[src/tmc_pkg.sv]
/*
  shared constants and carrier types of the dual timer/counter.
  assumes one clock domain; the top module and its two helpers import it.
*/
`default_nettype none

package tmc_pkg;

  // ==========================================================
  // sizes and timing
  localparam int          TMC_TIMERS    = 2;      // timer 0 and timer 1
  localparam int          TMC_MC_CLKS   = 2;      // cpu clocks per machine cycle
  localparam int          TMC_PWM_COUNT = 256;    // pwm period in timer clocks

  // ==========================================================
  // mode codes
  localparam logic [2:0]  TMC_MODE_13BIT  = 3'h0;
  localparam logic [2:0]  TMC_MODE_16BIT  = 3'h1;
  localparam logic [2:0]  TMC_MODE_RELOAD = 3'h2;
  localparam logic [2:0]  TMC_MODE_SPLIT  = 3'h3;
  localparam logic [2:0]  TMC_MODE_PWM    = 3'h6;

  // ==========================================================
  // field limits and reset values
  localparam logic [4:0]  TMC_PRESC_MAX = 5'h1f;   // top of the divide-by-32 part
  localparam logic [7:0]  TMC_BYTE_MAX  = 8'hff;
  localparam logic [15:0] TMC_WORD_MAX  = 16'hffff;
  localparam logic [15:0] TMC_COUNT_RST = 16'h0000;
  localparam logic [7:0]  TMC_BAUD_RST  = 8'h00;
  localparam logic        TMC_FLAG_RST  = 1'b0;
  localparam logic        TMC_PIN_RST   = 1'b1;    // idle pin level
  localparam logic        TMC_OE_RST    = 1'b0;

  // ==========================================================
  // carriers
  typedef struct packed {
    logic       run;          // count enable
    logic       counter_sel;  // 1: count pin falls, 0: machine cycles
    logic [2:0] mode;         // one of the mode codes
    logic       toggle_en;    // drive the pin, toggle on overflow
  } tmc_ctrl_type;

  typedef struct packed {
    logic        stb;         // one-cycle write of the count register
    logic [15:0] value;
  } tmc_load_type;

endpackage

`default_nettype wire

[src/tmc_mcycle_div.sv]
/*
  machine cycle divider: one-cycle enable every DIV cpu clocks.
  assumes the cpu clock is the only clock of the block.
*/
`timescale 1ns/1ps
`default_nettype none

module tmc_mcycle_div
  import tmc_pkg::*;
#(
  parameter int DIV = TMC_MC_CLKS
) (
  // clock and reset
  input  wire logic clk,
  input  wire logic rst,
  // machine cycle enable
  output var  logic tick
);

  localparam int CW = (DIV > 2) ? $clog2(DIV) : 1;
  localparam logic [CW-1:0] LAST = CW'(DIV - 1);

  logic [CW-1:0] div_reg;

  // ==========================================================
  // cycle counter and tick pulse
  always_ff @(posedge clk or posedge rst) begin
    if (rst) begin
      div_reg <= '0;
      tick    <= 1'b0;
    end else begin
      div_reg <= (div_reg == LAST) ? '0 : div_reg + CW'(1);
      tick    <= (div_reg == LAST);
    end
  end

endmodule

`default_nettype wire

[src/tmc_pin_sampler.sv]
/*
  count pin sampler: two-flop synchroniser, one sample per machine
  cycle, falling edge taken from two successive samples.
  assumes the pin is asynchronous to clk.
*/
`timescale 1ns/1ps
`default_nettype none

module tmc_pin_sampler
  import tmc_pkg::*;
(
  // clock and reset
  input  wire logic clk,
  input  wire logic rst,
  // machine cycle enable
  input  wire logic tick,
  // raw pin level
  input  wire logic pin_async,
  // one-cycle pulse after a sampled high-to-low step
  output var  logic fall
);

  logic sync1_reg;
  logic sync2_reg;
  logic sample_reg;

  // ==========================================================
  // synchroniser
  always_ff @(posedge clk or posedge rst) begin
    if (rst) begin
      sync1_reg <= TMC_PIN_RST;
      sync2_reg <= TMC_PIN_RST;
    end else begin
      sync1_reg <= pin_async;
      sync2_reg <= sync1_reg;
    end
  end

  // ==========================================================
  // sample once a machine cycle, compare with the previous sample
  always_ff @(posedge clk or posedge rst) begin
    if (rst) begin
      sample_reg <= TMC_PIN_RST;
      fall       <= 1'b0;
    end else begin
      if (tick) begin
        sample_reg <= sync2_reg;
      end
      fall <= tick & sample_reg & ~sync2_reg;
    end
  end

endmodule

`default_nettype wire

[src/tmc_dual_timer.sv]
/*
  dual 16-bit timer/counter with modes 0, 1, 2, 3 and 6, overflow
  flags, pin toggle output and a baud tick for the serial port.
  assumes control ports come from logic on CLK; count pins are
  asynchronous and the pin pad resolves level from OUT and OE.
*/
// Summary of operation
// - a machine cycle is two cpu clocks and paces both timers
// - timer function adds one to the count every machine cycle
// - counter function adds one on each falling edge of the pin
// - the count pin is sampled once a machine cycle, edges from samples
// - five modes 0, 1, 2, 3, 6; only mode 3 differs per timer
// - mode 0 is an 8-bit counter behind a divide-by-32 prescaler
// - mode 1 is mode 0 using all sixteen count bits
// - mode 2 is an 8-bit counter reloaded on every overflow
// - timer 1 in mode 3 stops counting
// - timer 1 in mode 3 still feeds the serial baud tick
// - timer 0 in mode 3 splits into two separate 8-bit counters
// - mode 6 is a pwm with a period of 256 timer clocks
// - with toggle enabled the pin inverts on every overflow outside mode 6 after the enabling cycle
// - toggle output shares the pin used as count input
// - enabling toggle outside mode 6 drives the pin high until the first overflow
`timescale 1ns/1ps
`default_nettype none

module tmc_dual_timer
  import tmc_pkg::*;
(
  // clock and reset
  input  wire logic         CLK,
  input  wire logic         RST,
  // per-timer configuration
  input  wire tmc_ctrl_type T0_CTRL,
  input  wire tmc_ctrl_type T1_CTRL,
  // software writes of the count registers
  input  wire tmc_load_type T0_LOAD,
  input  wire tmc_load_type T1_LOAD,
  // overflow flag clears
  input  wire logic         T0_FLAG_CLR,
  input  wire logic         T1_FLAG_CLR,
  // timer 0 pin
  input  wire logic         TIMER_ZERO_PIN_IN,
  output var  logic         TIMER_ZERO_PIN_OUT,
  output var  logic         TIMER_ZERO_PIN_OE,
  // timer 1 pin
  input  wire logic         TIMER_ONE_PIN_IN,
  output var  logic         TIMER_ONE_PIN_OUT,
  output var  logic         TIMER_ONE_PIN_OE,
  // state
  output var  logic [15:0]  T0_COUNT,
  output var  logic [15:0]  T1_COUNT,
  output var  logic         T0_OVF_FLAG,
  output var  logic         T1_OVF_FLAG,
  // serial port baud rate tick
  output var  logic         BAUD_TICK
);

  tmc_ctrl_type ctrl      [TMC_TIMERS];
  tmc_load_type load      [TMC_TIMERS];
  logic         flag_clr  [TMC_TIMERS];
  logic         pin_in    [TMC_TIMERS];
  logic         pin_fall  [TMC_TIMERS];
  logic         inc       [TMC_TIMERS];
  logic         ovf       [TMC_TIMERS];
  logic         hi_ovf    [TMC_TIMERS];
  logic         flag_set  [TMC_TIMERS];
  logic [15:0]  count_reg [TMC_TIMERS];
  logic [15:0]  count_next[TMC_TIMERS];
  logic         flag_reg  [TMC_TIMERS];
  logic         out_reg   [TMC_TIMERS];
  logic         oe_reg    [TMC_TIMERS];
  logic         ten_prev_reg[TMC_TIMERS];
  logic         mc_tick;
  logic         t0_split;
  logic         t1_halt;
  logic         hi_inc;
  logic [7:0]   baud_reg;
  logic         baud_out_reg;

  // ==========================================================
  // port grouping
  assign ctrl[0]     = T0_CTRL;
  assign ctrl[1]     = T1_CTRL;
  assign load[0]     = T0_LOAD;
  assign load[1]     = T1_LOAD;
  assign flag_clr[0] = T0_FLAG_CLR;
  assign flag_clr[1] = T1_FLAG_CLR;
  assign pin_in[0]   = TIMER_ZERO_PIN_IN;
  assign pin_in[1]   = TIMER_ONE_PIN_IN;
  assign t0_split    = (ctrl[0].mode == TMC_MODE_SPLIT);
  assign t1_halt     = (ctrl[1].mode == TMC_MODE_SPLIT);
  // upper half of split timer 0 borrows timer 1 run
  assign hi_inc      = ctrl[1].run & mc_tick;

  // ==========================================================
  // machine cycle base
  tmc_mcycle_div #(
    .DIV (TMC_MC_CLKS)
  ) u_div (
    .clk  (CLK),
    .rst  (RST),
    .tick (mc_tick)
  );

  // ==========================================================
  // per-timer counting, flag and pin logic
  for (genvar i = 0; i < TMC_TIMERS; i++) begin : g_tmr
    tmc_pin_sampler u_samp (
      .clk       (CLK),
      .rst       (RST),
      .tick      (mc_tick),
      .pin_async (pin_in[i]),
      .fall      (pin_fall[i])
    );

    // count enable: machine cycles or sampled pin falls
    assign inc[i] = ctrl[i].run & (ctrl[i].counter_sel ? pin_fall[i] : mc_tick);

    // flag source; split timer 0 upper half owns timer 1 flag
    assign flag_set[i] = (i == 0) ? ovf[0] : (t0_split ? hi_ovf[0] : ovf[1]);

    // next count per mode
    always_comb begin
      count_next[i] = count_reg[i];
      ovf[i]        = 1'b0;
      hi_ovf[i]     = 1'b0;
      unique case (ctrl[i].mode)
        TMC_MODE_13BIT: begin
          if (inc[i]) begin
            if (count_reg[i][4:0] == TMC_PRESC_MAX) begin
              count_next[i][4:0]  = 5'h00;
              count_next[i][15:8] = count_reg[i][15:8] + 8'h01;
              ovf[i]              = (count_reg[i][15:8] == TMC_BYTE_MAX);
            end else begin
              count_next[i][4:0] = count_reg[i][4:0] + 5'h01;
            end
          end
        end
        TMC_MODE_16BIT: begin
          if (inc[i]) begin
            count_next[i] = count_reg[i] + 16'h0001;
            ovf[i]        = (count_reg[i] == TMC_WORD_MAX);
          end
        end
        TMC_MODE_RELOAD: begin
          if (inc[i]) begin
            ovf[i] = (count_reg[i][7:0] == TMC_BYTE_MAX);
            count_next[i][7:0] = ovf[i] ? count_reg[i][15:8]
                                        : count_reg[i][7:0] + 8'h01;
          end
        end
        TMC_MODE_SPLIT: begin
          if (i == 0) begin
            if (inc[i]) begin
              count_next[i][7:0] = count_reg[i][7:0] + 8'h01;
              ovf[i]             = (count_reg[i][7:0] == TMC_BYTE_MAX);
            end
            if (hi_inc) begin
              count_next[i][15:8] = count_reg[i][15:8] + 8'h01;
              hi_ovf[i]           = (count_reg[i][15:8] == TMC_BYTE_MAX);
            end
          end
          // timer 1 holds its count here
        end
        TMC_MODE_PWM: begin
          if (inc[i]) begin
            count_next[i][7:0] = count_reg[i][7:0] + 8'h01;
            ovf[i]             = (count_reg[i][7:0] == TMC_BYTE_MAX);
          end
        end
        default: begin
          // unused mode codes hold the count
        end
      endcase
      // a software write replaces any count step
      if (load[i].stb) begin
        count_next[i] = load[i].value;
        ovf[i]        = 1'b0;
        hi_ovf[i]     = 1'b0;
      end
    end

    // count register
    always_ff @(posedge CLK or posedge RST) begin
      if (RST) begin
        count_reg[i] <= TMC_COUNT_RST;
      end else begin
        count_reg[i] <= count_next[i];
      end
    end

    // overflow flag; a set in the clearing cycle wins
    always_ff @(posedge CLK or posedge RST) begin
      if (RST) begin
        flag_reg[i] <= TMC_FLAG_RST;
      end else if (flag_set[i]) begin
        flag_reg[i] <= 1'b1;
      end else if (flag_clr[i]) begin
        flag_reg[i] <= 1'b0;
      end
    end

    // pin drive: toggle output or pwm level
    always_ff @(posedge CLK or posedge RST) begin
      if (RST) begin
        out_reg[i]      <= TMC_PIN_RST;
        oe_reg[i]       <= TMC_OE_RST;
        ten_prev_reg[i] <= 1'b0;
      end else begin
        ten_prev_reg[i] <= ctrl[i].toggle_en;
        oe_reg[i]       <= ctrl[i].toggle_en | (ctrl[i].mode == TMC_MODE_PWM);
        if (ctrl[i].mode == TMC_MODE_PWM) begin
          out_reg[i] <= (count_next[i][7:0] < count_next[i][15:8]);
        end else if (ctrl[i].toggle_en & ~ten_prev_reg[i]) begin
          out_reg[i] <= 1'b1;
        end else if (ctrl[i].toggle_en & ovf[i]) begin
          out_reg[i] <= ~out_reg[i];
        end
      end
    end
  end

  // ==========================================================
  // baud tick: timer 1 overflows, or a hidden reload counter when halted
  always_ff @(posedge CLK or posedge RST) begin
    if (RST) begin
      baud_reg     <= TMC_BAUD_RST;
      baud_out_reg <= 1'b0;
    end else if (t1_halt) begin
      baud_out_reg <= 1'b0;
      if (ctrl[1].run & mc_tick) begin
        baud_reg     <= (baud_reg == TMC_BYTE_MAX) ? count_reg[1][15:8]
                                                   : baud_reg + 8'h01;
        baud_out_reg <= (baud_reg == TMC_BYTE_MAX);
      end
    end else begin
      baud_reg     <= count_reg[1][15:8];
      baud_out_reg <= ovf[1];
    end
  end

  // ==========================================================
  // outputs
  assign T0_COUNT           = count_reg[0];
  assign T1_COUNT           = count_reg[1];
  assign T0_OVF_FLAG        = flag_reg[0];
  assign T1_OVF_FLAG        = flag_reg[1];
  assign TIMER_ZERO_PIN_OUT = out_reg[0];
  assign TIMER_ZERO_PIN_OE  = oe_reg[0];
  assign TIMER_ONE_PIN_OUT  = out_reg[1];
  assign TIMER_ONE_PIN_OE   = oe_reg[1];
  assign BAUD_TICK          = baud_out_reg;
endmodule

`default_nettype wire

[config.mk]
export PLATFORM = sky130hd
export DESIGN_NAME = tmc_dual_timer
export DESIGN_NICKNAME = d
export VERILOG_FILES = /design/src/tmc_pkg.sv /design/src/tmc_mcycle_div.sv /design/src/tmc_pin_sampler.sv /design/src/tmc_dual_timer.sv
export SDC_FILE = /design/constraint.sdc
export NUM_CORES = 1
export LEC_CHECK = 0
export ABC_AREA = 1
export BUFFER_PORTS_ARGS = -buffer_cell sky130_fd_sc_hd__buf_4
export CORE_MARGIN = 2
export CORE_UTILIZATION = 50
export CTS_CLUSTER_DIAMETER = 200
export DETAILED_ROUTE_END_ITERATION = 12
export PLACE_DENSITY = 0.75
export SLEW_MARGIN = 20
export SYNTH_ARGS = -nofsm -noshare
export SYNTH_HDL_FRONTEND = slang
export SYNTH_HIERARCHICAL = 1
export SYNTH_SLANG_ARGS = --single-unit
[constraint.sdc]
create_clock -name CLK -period 2.5 [get_ports CLK]
set_input_delay 0.375 -clock CLK [delete_from_list [all_inputs] [get_ports CLK]]
set_output_delay 0.375 -clock CLK [all_outputs]
set_load 0.05 [all_outputs]
== After elaboration in Yosys (flattened, before gate mapping) ==
Index checks and enable logic that the tools add are counted.

* Bits in registers: 59
* Input port bits: 52
* Output and inout bits: 39
* Logic and storage cells: 138

* Add/subtract/negate cells: 10
* Magnitude comparators: 2
* Equal/unequal tests: 18
* Mux-type cells: 58
* Bitwise logic cells: 19
* Reduce and logical (&&, ||, !) cells: 9

{| class="wikitable"
|+ Operators with widths
! operator !! number
|-
| two-way mux 8 bit || 14
|-
| two-way mux 16 bit || 4
|-
| adder 8 x 1 -> 8 bit (second input constant) || 5
|-
| equality test 8 bit (second input constant) || 5
|-
| one-hot mux 5 bit (4 select lines) || 2
|-
| adder 16 x 1 -> 16 bit (second input constant) || 2
|-
| equality test 16 bit (second input constant) || 2
|-
| two-way mux 1 bit || 28
|-
| one-hot mux 8 bit (3 select lines) || 1
|-
| two-way mux 5 bit || 4
|-
| one-hot mux 3 bit (3 select lines) || 2
|-
| less-than comparator 8 bit || 2
|-
| one-hot mux 8 bit (2 select lines) || 1
|-
| equality test 3 x 2 -> 1 bit (second input constant) || 4
|-
| AND 1 bit || 11
|-
| adder 5 x 1 -> 5 bit (second input constant) || 2
|-
| equality test 5 bit (second input constant) || 2
|-
| equality test 3 x 1 -> 1 bit (second input constant) || 2
|-
| equality test 3 bit (second input constant) || 2
|-
| zero test 3 bit || 2
|-
| inverter 1 bit || 6
|-
| one-hot mux 1 bit (3 select lines) || 2
|-
| nonzero test 3 bit || 2
|-
| nonzero test 2 bit || 2
|-
| other kinds (5) || 7
|}

== Longest topological paths before layout ==
Gate-level depths: netlist of the first run.

* Word-level depth: 9
* Mapped depth: 24
* Mapped depth without buffers: 24

== By module ==
The synthesis of the first run kept the hierarchy.

{| class="wikitable"
|+ By module, submodules not included
! module !! times used !! cells an instance !! area an instance (sq um) !! sequential area each (sq um)
|-
| tmc_dual_timer || 1 || 601 || 4045.1 || 1228.7
|-
| tmc_pin_sampler || 2 || 11 || 130.1 || 103.8
|-
| tmc_mcycle_div || 1 || 4 || 57.6 || 50.0
|}

== Worst setup path before layout of the first run ==
OpenSTA, ideal clock, no wires.

* Path kind: flip-flop to flip-flop
* Start point: reg count_reg, in the netlist T0_COUNT[0]
* End point: reg out_reg, in the netlist TIMER_ZERO_PIN_OUT
* Setup time: 0.060 ns
* Data arrival time: 2.914 ns
* Required time: 2.440 ns
* Setup slack: -0.474 ns
* Cell stages (with the launch flop): 23
* Buffers on the path: 0
* Clock period less this slack: 2.974 ns
* Cells stage by stage: dfrtp_1 ha_1 nand2_2 nor2_8 nand2_1 nor2_1 nand2_1 inv_1 nor2_1 inv_1 a21oi_1 o41ai_1 nor2_1 nor2_1 inv_1 ha_1 a21oi_1 nand2_1 nand2_1 nand2_1 nand2_1 nand2_1 nand2_1

{| class="wikitable"
|+ RTL lines
! what !! RTL line !! text
|-
| start: declaration || tmc_dual_timer.sv:67 || <nowiki>logic [15:0] count_reg [TMC_TIMERS];</nowiki>
|-
| start signal: indexed assignment || tmc_dual_timer.sv:188 || <nowiki>count_reg[i] <= count_next[i];</nowiki>
|-
| end signal: indexed assignment || tmc_dual_timer.sv:213 || <nowiki>out_reg[i] <= (count_next[i][7:0] < count_next[i][15:8]);</nowiki>
|-
| end signal: indexed assignment || tmc_dual_timer.sv:217 || <nowiki>out_reg[i] <= ~out_reg[i];</nowiki>
|-
| end: declaration || tmc_dual_timer.sv:70 || <nowiki>logic out_reg [TMC_TIMERS];</nowiki>
|}

==> results of run 1 <==
-- cell families after synthesis --
family,after synthesis,synth area share
multiplexers,1,0.00229
AND/OR/NAND/NOR,285,0.292
XOR/XNOR,10,0.0201
adder cells (fa/ha/maj),19,0.0545
flip-flops,59,0.341
buffers and inverters,116,0.100
AO/OA/AOI/OAI,137,0.190
-- per-layer routing --
metal,share of wire,global-route usage
met1,0.38,0.397
met2,0.50,0.582
met3,0.080,0.0612
met4,0.042,0.160
met5,0,0
-- synth_stat cells (2+ instances only) --
library cell  number
a211oi_1           7
o41ai_1            2
o221ai_1           3
a21oi_1           41
nand2_4            2
nand2_2            2
dfrtp_1           51
a31oi_1            5
xor2_1             6
nand3_1           29
nor2_4             4
o2111ai_1          3
nor3_1             9
nand2_1          153
o211ai_1          10
nand4_1            4
a221oi_1           2
inv_1            106
o21a_1             2
o21ai_0           45
nor2_2             4
dfstp_2            8
o22ai_1            4
inv_2              4
clkbuf_1           5
nand3_4            2
nor2_1            67
o21ai_2            3
o31ai_1            3
ha_1              19
or2_2              4
nor2_8             2
xnor2_1            4
-- power groups by stage --
stage	registers, mW	clock network, mW	logic, mW
2_1_floorplan	1.36	0	0.416
3_3_place_gp	1.15	0	1.10
3_5_place_dp	1.15	0	1.12
4_1_cts	1.13	0.967	1.16
5_1_grt	1.15	0.996	1.36
6_report	1.14	0.972	1.27
-- final cells by class --
class	instances	area (um2)
multi-input combinational	452	2850
timing repair buffer	240	1820
fill	584	1660
sequential	59	1500
inverter	110	415
clock buffer	10	138
tap	108	135
clock inverter	6	71.3
-- repair_timing --
action	CTS	global route
pin swaps	15	40
hold buffers	1	0
resized for setup	24	70
endpoints found under the setup margin	2	2
endpoints found under the hold margin	4	0
buffers inserted	15	11
-- critical path: stages (launching register included) --
cell      delay (ps)
dfrtp_2          410
ha_4             170
nand3_4          120
nor2_4           160
nand4_1          160
nand2_2          130
nand3_4          110
nor3_1           200
o221ai_1         150
o21ai_1          160
inv_1             70
ha_1             330
nand2_4           90
nor2_2            50
a211oi_2         190
nand2_1           80
nand2_1           80
nand2_1           60
nand2_1           70
-- cell usage in the layout (no fill, tap or decap), types with 5 or more instances in the layout --
master,instances
nand3_1,23
o21ai_1,11
o21ai_2,5
nor3_1,7
ha_4,7
buf_4,236
xor2_1,5
a21oi_1,37
dfrtp_1,43
nand3_4,5
inv_2,13
nor2_2,11
nor2_4,10
nand2_1,138
ha_1,12
o211ai_1,10
o21ai_0,32
nand2_4,7
inv_1,96
dfrtp_2,8
nor2_1,54
nand2_2,12
dfstp_2,8
clkbuf_8,10
-- per-stage QoR --
| step | cell area [um2] | hold slack, ps | setup WS, ps | TNS, ps |
|---|---|---|---|---|
| final | 6930 | 129 | -302 | -575 |
| after global routing | 6930 | 121 | -511 | -919 |
| after CTS | 6580 | 118 | -256 | -412 |
| after detailed placement | 6160 | 268 | -374 | -573 |
| after global placement | 6160 | 264 | -271 | -412 |
| after floorplan | 4440 | 116 | -240 | -338 |
-- final timing paths --
path                                                  endpoint                                 from  slack, ps
max reg2reg                      TIMER_ONE_PIN_OUT$_DFFE_PP1P_                T1_COUNT[1]$_DFF_PP0_       -300
min in group asynchronous                 u_div/tick$_DFF_PP0_                                  RST        450
min                                  ten_prev_reg[0]$_DFF_PP0_                           T1_CTRL[0]        130
max                              TIMER_ONE_PIN_OUT$_DFFE_PP1P_                T1_COUNT[1]$_DFF_PP0_       -300
min reg2reg                g_tmr[1].u_samp/sync2_reg$_DFF_PP1_  g_tmr[1].u_samp/sync1_reg$_DFF_PP1_        350
max in group asynchronous       TIMER_ZERO_PIN_OUT$_DFFE_PP1P_                                  RST       1180
==> flow_metrics.py, run 1 <==
metrics = {
    "logic_synthesis": {
        "synth_ff_type": "dfrtp_1",
        "yosys.area.top_type": "dfrtp_1",
        "synth_top_cell_area_share": 0.293,
        "syn-cell-area_um2": 4360,
        "syn_inst": 627,
        "syn-num-nets": 698,
        "yosysWarnings": 6,
        "synth.area.top_cells": "dfrtp_1 29%, nand2_1 13%, inv_1 9.1%",
        "synth_seq_cells": 59,
        "synthDistinctLibCells": 45,
        "ys_seq_area_frac": 0.341,
        "synth_edf_count": 0,
        "avgSynthCellArea_um2": 6.96,
        "async_reset_ff_frac": 1.00,
    },
    "routing": {
        "drcViolationCount": 0,
        "vias": 5382,
        "drt_iter0_drc": 351,
        "wl_per_cell_um": 16.7,
        "viasPerCell": 5.46,
        "first_pass_iters": 5,
        "routed_wl_um": 16400,
        "antenna_left": 0,
    },
    "global_route": {
        "grt_pass1_wl_um": 25300,
        "grt.overflow.total": 0,
        "grt_pass1_vias": 5355,
        "grt.total_usage": 0.335,
        "grt_max_degree": 26,
        "antenna_found_initial": 0,
    },
    "worst_setup_path": {
        "cp_max_fo": 4,
        "end_kind": "flip-flop",
        "ff2ff_path_depth": 18,
        "critPathLaunchType": "flip-flop",
        "crit_type": "reg -> reg",
        "arrival_ps": 3110,
        "crit_required_ps": 2810,
    },
    "finish": {
        "nets": 943,
        "fin_util": 0.806,
        "antenna_cells": 0,
        "areaGrowthSynthToFinish_pct": 58.8,
        "fin_cells": 985,
        "drive_above_1_share": 0.425,
    },
    "floorplanning": {
        "io_pins": 91,
        "initial_core_util": 0.508,
        "num_rows": 34,
        "core-area_um2": 8590,
        "die_w_um": 97.4,
        "die-area_um2": 9490,
        "fp.dieH_um": 97.4,
    },
    "placement": {
        "port_buffers": 90,
        "dp.cells": 942,
        "gp_congestion": 1.08,
        "dp_hpwl_um": 12400,
    },
    "clock_network": {
        "path_clk_slew_ps": 90,
        "cts.sinks": 59,
        "cts_made_buffers": 9,
        "cts_tree": "yes",
        "cts_max_level": 3,
        "cts_root_buf": "clkbuf_8",
        "insertion_delay_ps": 360,
        "cts.path.max_buffers": 2,
    },
    "pwr": {
        "swShare": 0.391,
        "power_frac_comb": 0.376,
        "power.leakage_nw": 3.60,
        "sequentialPowerShare": 0.337,
        "power.internal_mw": 2.06,
        "ir_drop_mv": 0.301,
        "p_switching_mw": 1.32,
        "p_per_area_nw_per_um2": 488,
        "clkPwrFrac": 0.287,
        "totalPowerFinal_mw": 3.38,
    },
    "sta": {
        "clock_skew_ps": 19.5,
        "slew_viol_final": 0,
        "setup_slack_ps": -302,
        "period_share": 1.12,
        "fmax_mhz": 357,
        "hold_violations": 0,
        "setup_violations": 2,
        "relSlewSlack": 0.590,
        "layout_min_cycle_time_ps": 2800,
        "rsz0062_at_grt": "true",
        "tightestPinTransition_ps": 614,
    },
    "hold_path": {
        "holdPathStages": 1,
        "hold_path.class": "in -> reg",
    },
    "job": {
        "max_cap_viol_count": 0,
    },
    "status": {
        "violations": "setup timing",
        "status": "complete, but fails checks",
    },
}
(Power assumes the default switching activity.)
==> run 2: changes to the inputs <==
--- a/config.mk
+++ b/config.mk
@@ -6,12 +6,13 @@
 export NUM_CORES = 1
 export LEC_CHECK = 0
 export ABC_AREA = 1
-export BUFFER_PORTS_ARGS = -buffer_cell sky130_fd_sc_hd__buf_4
 export CORE_MARGIN = 2
-export CORE_UTILIZATION = 50
+export CORE_UTILIZATION = 58
 export CTS_CLUSTER_DIAMETER = 200
 export DETAILED_ROUTE_END_ITERATION = 12
-export PLACE_DENSITY = 0.75
+export DONT_BUFFER_PORTS = 1
+export PLACE_DENSITY = 0.72
+export SKIP_LAST_GASP = 1
 export SLEW_MARGIN = 20
 export SYNTH_ARGS = -nofsm -noshare
 export SYNTH_HDL_FRONTEND = slang
==> constraint.sdc (replaced) <==
create_clock -name CLK -period 2.8 [get_ports CLK]
set_input_delay 0.42 -clock CLK [delete_from_list [all_inputs] [get_ports CLK]]
set_output_delay 0.42 -clock CLK [all_outputs]
set_load 0.05 [all_outputs]
==> run 2 against run 1 <==
Against the previous run: the flow still finishes with violations (setup timing); count of clock-buffer cells in the layout shrank 1; sequential power decreased by 9%; total power fell by 20%; first-iteration DRC count down 7.1%; utilization down 2.9 points; design area down 19%; global-route usage up 0.54 points; non-clock buffer count down 147; setup slack better by 250 ps; critical path type unchanged; critical endpoint unchanged.
==> flow_metrics.py, run 2 (same netlist as run 1, synthesis figures left out) <==
metrics = {
    "hold_path": {
        "min-delay-start": "TIMER_ONE_PIN_IN",
        "hold_path.class": "in -> reg",
        "hold_end": "g_tmr[1].u_samp/sync1_reg$_DFF_PP1_",
        "holdPathStages": 0,
    },
    "routing": {
        "wl_per_cell_um": 17.4,
        "antenna_left": 0,
        "vias": 4844,
        "first_pass_iters": 5,
        "routed_wl_um": 14400,
        "drt_iter0_drc": 326,
        "drcViolationCount": 0,
        "viasPerCell": 5.84,
    },
    "clock_network": {
        "cts_made_buffers": 9,
        "cts.sinks": 59,
        "insertion_delay_ps": 360,
        "cts_root_buf": "clkbuf_8",
        "path_clk_slew_ps": 80,
        "cts_max_level": 3,
        "cts_tree": "yes",
        "cts.path.max_buffers": 2,
    },
    "pwr": {
        "p_per_area_nw_per_um2": 479,
        "power_frac_comb": 0.316,
        "swShare": 0.395,
        "power.internal_mw": 1.63,
        "totalPowerFinal_mw": 2.70,
        "sequentialPowerShare": 0.384,
        "ir_drop_mv": 0.316,
        "p_switching_mw": 1.07,
        "clkPwrFrac": 0.299,
        "power.leakage_nw": 2.83,
    },
    "global_route": {
        "grt_pass1_wl_um": 22400,
        "grt_pass1_vias": 4839,
        "antenna_found_initial": 0,
        "grt.total_usage": 0.340,
        "grt_max_degree": 36,
        "grt.overflow.total": 0,
    },
    "finish": {
        "areaGrowthSynthToFinish_pct": 29.2,
        "layout.cell_area.non_filler_um2": 5640,
        "nets": 796,
        "final_cell_mix": "143 x nand2_1, 101 x inv_1, 92 x buf_4",
        "final_common_cell": "nand2_1",
        "drive_above_1_share": 0.277,
        "fin_util": 0.777,
        "antenna_cells": 0,
        "n_fill_cell": 532,
    },
    "worst_setup_path": {
        "end_kind": "flip-flop",
        "reg2reg_from": "T1_COUNT[0]$_DFF_PP0_",
        "cp_max_fo": 3,
        "ff2ff_path_depth": 20,
        "path_delay_family": "simple AND/OR/NAND/NOR gates",
        "rr_endpoint": "TIMER_ONE_PIN_OUT$_DFFE_PP1P_",
        "crit_chain": "buf_4 -> inv_1 -> nor2_2 -> nand3_2 -> nor3_4 -> inv_2 -> nor2_4 -> nand2_2 -> o21ai_4 -> nand2_1 -> xor2_1 -> o21ai_2 -> ha_1 -> nand2_2 -> nor2_1 -> a211oi_2 -> nand2_2 -> nand2_1 -> nand2_1 -> nand2_1",
        "critPathLaunchType": "flip-flop",
        "crit_type": "reg -> reg",
        "regToRegSetupSlack_ps": -50,
        "arrival_ps": 3150,
        "crit_top_cell": "nand2_1",
        "critPathMaxStageDelay_ps": 370,
        "cp_num_buf_inv": 3,
        "crit_required_ps": 3100,
        "slowest_stage": "dfrtp_2",
    },
    "sta": {
        "clock_skew_ps": 9.75,
        "relSlewSlack": 0.615,
        "rsz0062_at_grt": "true",
        "whs_ps": 55.6,
        "fmax_mhz": 351,
        "layout_min_cycle_time_ps": 2850,
        "hold_violations": 0,
        "tightestPinTransition_ps": 577,
        "setup_violations": 1,
        "setup_slack_ps": -52.8,
        "slew_viol_final": 0,
        "period_share": 1.02,
    },
    "placement": {
        "dpl_cell_area_um2": 5070,
        "dp_hpwl_um": 10800,
        "gp_congestion": 0.997,
        "port_buffers": 0,
        "dp_slack_ps": -151,
    },
    "job": {
        "max_cap_viol_count": 0,
    },
    "floorplanning": {
        "num_rows": 31,
        "die-area_um2": 8230,
        "fp.dieH_um": 90.7,
        "core-area_um2": 7250,
        "io_pins": 91,
        "initial_core_util": 0.602,
        "die_w_um": 90.7,
    },
    "status": {
        "violations": "setup timing",
        "status": "complete, but fails checks",
    },
}
-- run 2: worst max path at each step --
stage | startpoint | endpoint | slack [ps] | cells after the start
floorplan | T0_COUNT[3]$_DFF_PP0_ | TIMER_ZERO_PIN_OUT$_DFFE_PP1P_ | -20 | 19
global placement | u_div/tick$_DFF_PP0_ | TIMER_ONE_PIN_OUT$_DFFE_PP1P_ | -80 | 19
detailed placement | u_div/tick$_DFF_PP0_ | TIMER_ONE_PIN_OUT$_DFFE_PP1P_ | -150 | 19
CTS | T1_COUNT[1]$_DFF_PP0_ | TIMER_ONE_PIN_OUT$_DFFE_PP1P_ | -60 | 19
global route | T1_COUNT[1]$_DFF_PP0_ | TIMER_ONE_PIN_OUT$_DFFE_PP1P_ | -240 | 21
finish | T1_COUNT[0]$_DFF_PP0_ | TIMER_ONE_PIN_OUT$_DFFE_PP1P_ | -50 | 20
-- run 2: power groups by stage --
stage | registers, mW | clock network (mW) | logic [mW]
floorplan | 1.21 | 0 | 0.364
global placement | 1.04 | 0 | 0.754
CTS | 1.03 | 0.809 | 0.780
global route | 1.04 | 0.843 | 0.925
finish | 1.04 | 0.808 | 0.854
detailed placement | 1.05 | 0 | 0.770
-- run 2: worst reg2reg max path, stage by stage, from the launching register on --
cell and delay (ps):
dfrtp_2 370, buf_4 110, inv_1 50, nor2_2 130
nand3_2 120, nor3_4 220, inv_2 70, nor2_4 130
nand2_2 100, o21ai_4 200, nand2_1 90, xor2_1 150
o21ai_2 200, ha_1 300, nand2_2 90, nor2_1 60
a211oi_2 170, nand2_2 80, nand2_1 60, nand2_1 40
nand2_1 50
-- run 2: timing repair --
action,CTS,global route
pin swaps,4,21
hold buffers,1,0
gates cloned,0,0
setup endpoints to repair,2,2
buffers inserted,3,9
endpoints found under the hold margin,18,0
resized for setup,8,61
-- run 2: layer usage --
metal | GRT usage | up-vias | part of all wire
met3 | 0.0668 | 72 | 0.077
li1 | - | 2252 | -
met1 | 0.372 | 2249 | 0.36
met2 | 0.609 | 271 | 0.51
met5 | 0 | - | 0
met4 | 0.197 | 0 | 0.055
-- run 2: stage by stage --
step | setup TNS (ps) | instances
after floorplan | -18.7 | 627
after global placement | -83.4 | 800
after detailed placement | -202 | 800
after CTS | -56.7 | 820
after global routing | -336 | 829
final | -52.8 | 829
-- run 2: final cells by class --
type / instances / area [um2] / share of cell area
Tap cell: 99 / 124 / 0.0220
Clock buffer: 9 / 124 / 0.0220
Inverter: 110 / 415 / 0.0737
Multi-Input combinational cell: 452 / 2700 / 0.479
Timing Repair Buffer: 93 / 701 / 0.124
Clock inverter: 7 / 77.6 / 0.0138
Sequential cell: 59 / 1490 / 0.265
==> run 3: changes to the inputs <==
--- a/config.mk
+++ b/config.mk
@@ -12,6 +12,7 @@
 export DETAILED_ROUTE_END_ITERATION = 12
 export DONT_BUFFER_PORTS = 1
 export PLACE_DENSITY = 0.72
+export SETUP_SLACK_MARGIN = 0.2
 export SKIP_LAST_GASP = 1
 export SLEW_MARGIN = 20
 export SYNTH_ARGS = -nofsm -noshare
==> run 3 against run 2 <==
Against the previous run: utilization increased by 2.1 points; worst hold slack got worse by 7.9 ps; critical path depth increased by 5; global-route usage decreased by 0.17 points; the flow still finishes with violations (setup timing); design area increased by 2.7%; die area unchanged.
==> flow_metrics.py, run 3 (same netlist as run 1, synthesis figures left out) <==
metrics = {
    "status": {
        "status": "complete, but fails checks",
        "violations": "setup timing",
    },
    "pwr": {
        "totalPowerFinal_mw": 2.85,
        "p_per_area_nw_per_um2": 493,
        "ir_drop_mv": 0.538,
        "power.leakage_nw": 2.87,
    },
    "sta": {
        "period_share": 1.06,
        "setup_violations": 2,
        "whs_ps": 47.7,
        "slew_viol_final": 0,
        "setup_slack_ps": -167,
        "rsz0062_at_grt": "true",
        "layout_min_cycle_time_ps": 2970,
        "hold_violations": 0,
        "fmax_mhz": 337,
        "relSlewSlack": 0.404,
        "tightestPinTransition_ps": 892,
        "clock_skew_ps": 10.6,
    },
    "routing": {
        "first_pass_iters": 6,
        "viasPerCell": 5.91,
        "routed_wl_um": 14900,
        "vias": 4919,
        "wl_per_cell_um": 17.9,
        "drt_iter0_drc": 320,
        "drcViolationCount": 0,
        "antenna_left": 0,
    },
    "worst_setup_path": {
        "cp_num_buf_inv": 5,
        "arrival_ps": 3270,
        "crit_top_cell": "nand2_1",
        "critPathMaxStageDelay_ps": 410,
        "crit_required_ps": 3100,
        "crit_type": "reg -> reg",
        "critPathLaunchType": "flip-flop",
        "slowest_stage": "dfrtp_2",
        "cp_max_fo": 3,
        "path_delay_family": "simple AND/OR/NAND/NOR gates",
        "end_kind": "flip-flop",
    },
    "finish": {
        "drive_above_1_share": 0.300,
        "n_fill_cell": 492,
        "antenna_cells": 0,
        "final_cell_mix": "137 x nand2_1, 97 x inv_1, 90 x buf_4",
        "areaGrowthSynthToFinish_pct": 32.6,
        "final_common_cell": "nand2_1",
        "multiInputGateArea_um2": 2760,
        "seq_area_um2": 1500,
        "nets": 800,
    },
    "clock_network": {
        "insertion_delay_ps": 360,
        "cts_tree": "yes",
        "cts_made_buffers": 9,
        "cts.sinks": 59,
        "cts_max_level": 3,
        "cts.path.max_buffers": 2,
        "path_clk_slew_ps": 80,
        "cts_root_buf": "clkbuf_8",
    },
    "placement": {
        "gp_congestion": 0.977,
        "dp_hpwl_um": 10700,
        "dp_slack_ps": -320,
        "port_buffers": 0,
    },
    "hold_path": {
        "hold_path.class": "in -> reg",
    },
    "global_route": {
        "grt_pass1_vias": 4633,
        "grt_max_degree": 50,
        "antenna_found_initial": 0,
        "grt_pass1_wl_um": 22000,
        "grt.total_usage": 0.338,
        "grt.overflow.total": 0,
    },
    "job": {
        "max_cap_viol_count": 0,
    },
    "floorplanning": {
        "initial_core_util": 0.602,
        "fp.dieH_um": 90.7,
        "io_pins": 91,
        "die-area_um2": 8230,
        "num_rows": 31,
        "die_w_um": 90.7,
        "core-area_um2": 7250,
    },
}
-- run 3: cell types whose count changed in the layout (fill, tap and decap cells not counted), sizes merged --
cell,delta
buf,+4
bufinv,+1
clkinv,+3
clkinvlp,-4
-- run 3: repair_timing --
action                                  4_1_cts  5_1_grt
setup buffers                                10       17
pin swaps                                    12       37
resized for setup                            15       60
hold buffers                                  1        0
endpoints found under the setup margin        2        2
endpoints found under the hold margin         4        0
-- run 3: per-stage QoR --
step	setup TNS [ps]	area, um2	util	cells
2_1_floorplan	0	4440	-	627
3_3_place_gp	-218	5070	0.699	789
3_5_place_dp	-373	5070	0.699	789
4_1_cts	-123	5440	0.750	816
5_1_grt	-566	5790	0.798	833
6_report	-271	5790	0.798	833
-- run 3: report_power, final --
| group | switching [mW] | internal (mW) |
|---|---|---|
| combinational | 0.587 | 0.303 |
| clock | 0.410 | 0.509 |
| sequential | 0.108 | 0.937 |
-- run 3: worst register-to-register path, delay by kind of cell (launching register included) --
kind                     cells  cell delay (ps)
AO/OA/AOI/OAI                2              400
flip-flops                   1              410
adder cells (fa/ha/maj)      2              430
AND/OR/NAND/NOR             16             1230
buffers and inverters        5              460
-- run 3: cell type report --
class	count	area share
Multi-Input combinational cell	452	0.477
Sequential cell	59	0.259
Timing Repair Buffer	97	0.132
Inverter	110	0.0720
Clock buffer	9	0.0214
Tap cell	99	0.0214
Clock inverter	7	0.0173
-- run 3: path summary, 6_finish.rpt --
| check | endpoint | depth (start not counted) | start | slack (ps) |
|---|---|---|---|---|
| max | TIMER_ZERO_PIN_OUT$_DFFE_PP1P_ | 25 | T0_COUNT[0]$_DFF_PP0_ | -170 |
| min | g_tmr[0].u_samp/sync1_reg$_DFF_PP1_ | 0 | TIMER_ZERO_PIN_IN | 50 |
| max reg2reg | TIMER_ZERO_PIN_OUT$_DFFE_PP1P_ | 25 | T0_COUNT[0]$_DFF_PP0_ | -170 |
| min reg2reg | g_tmr[0].u_samp/sync2_reg$_DFF_PP1_ | 0 | g_tmr[0].u_samp/sync1_reg$_DFF_PP1_ | 360 |
| max in group asynchronous | TIMER_ONE_PIN_OUT$_DFFE_PP1P_ | 2 | RST | 2050 |
| min in group asynchronous | T0_COUNT[15]$_DFF_PP0_ | 1 | RST | 100 |
-- run 3: per-layer routing --
layer  track usage  vias to the layer above  part of all wire
li1              -                     2260                 -
met1         0.381                     2292              0.37
met2         0.618                      286              0.52
met3        0.0618                       81             0.067
met4         0.151                        0             0.046
met5             0                        -                 0
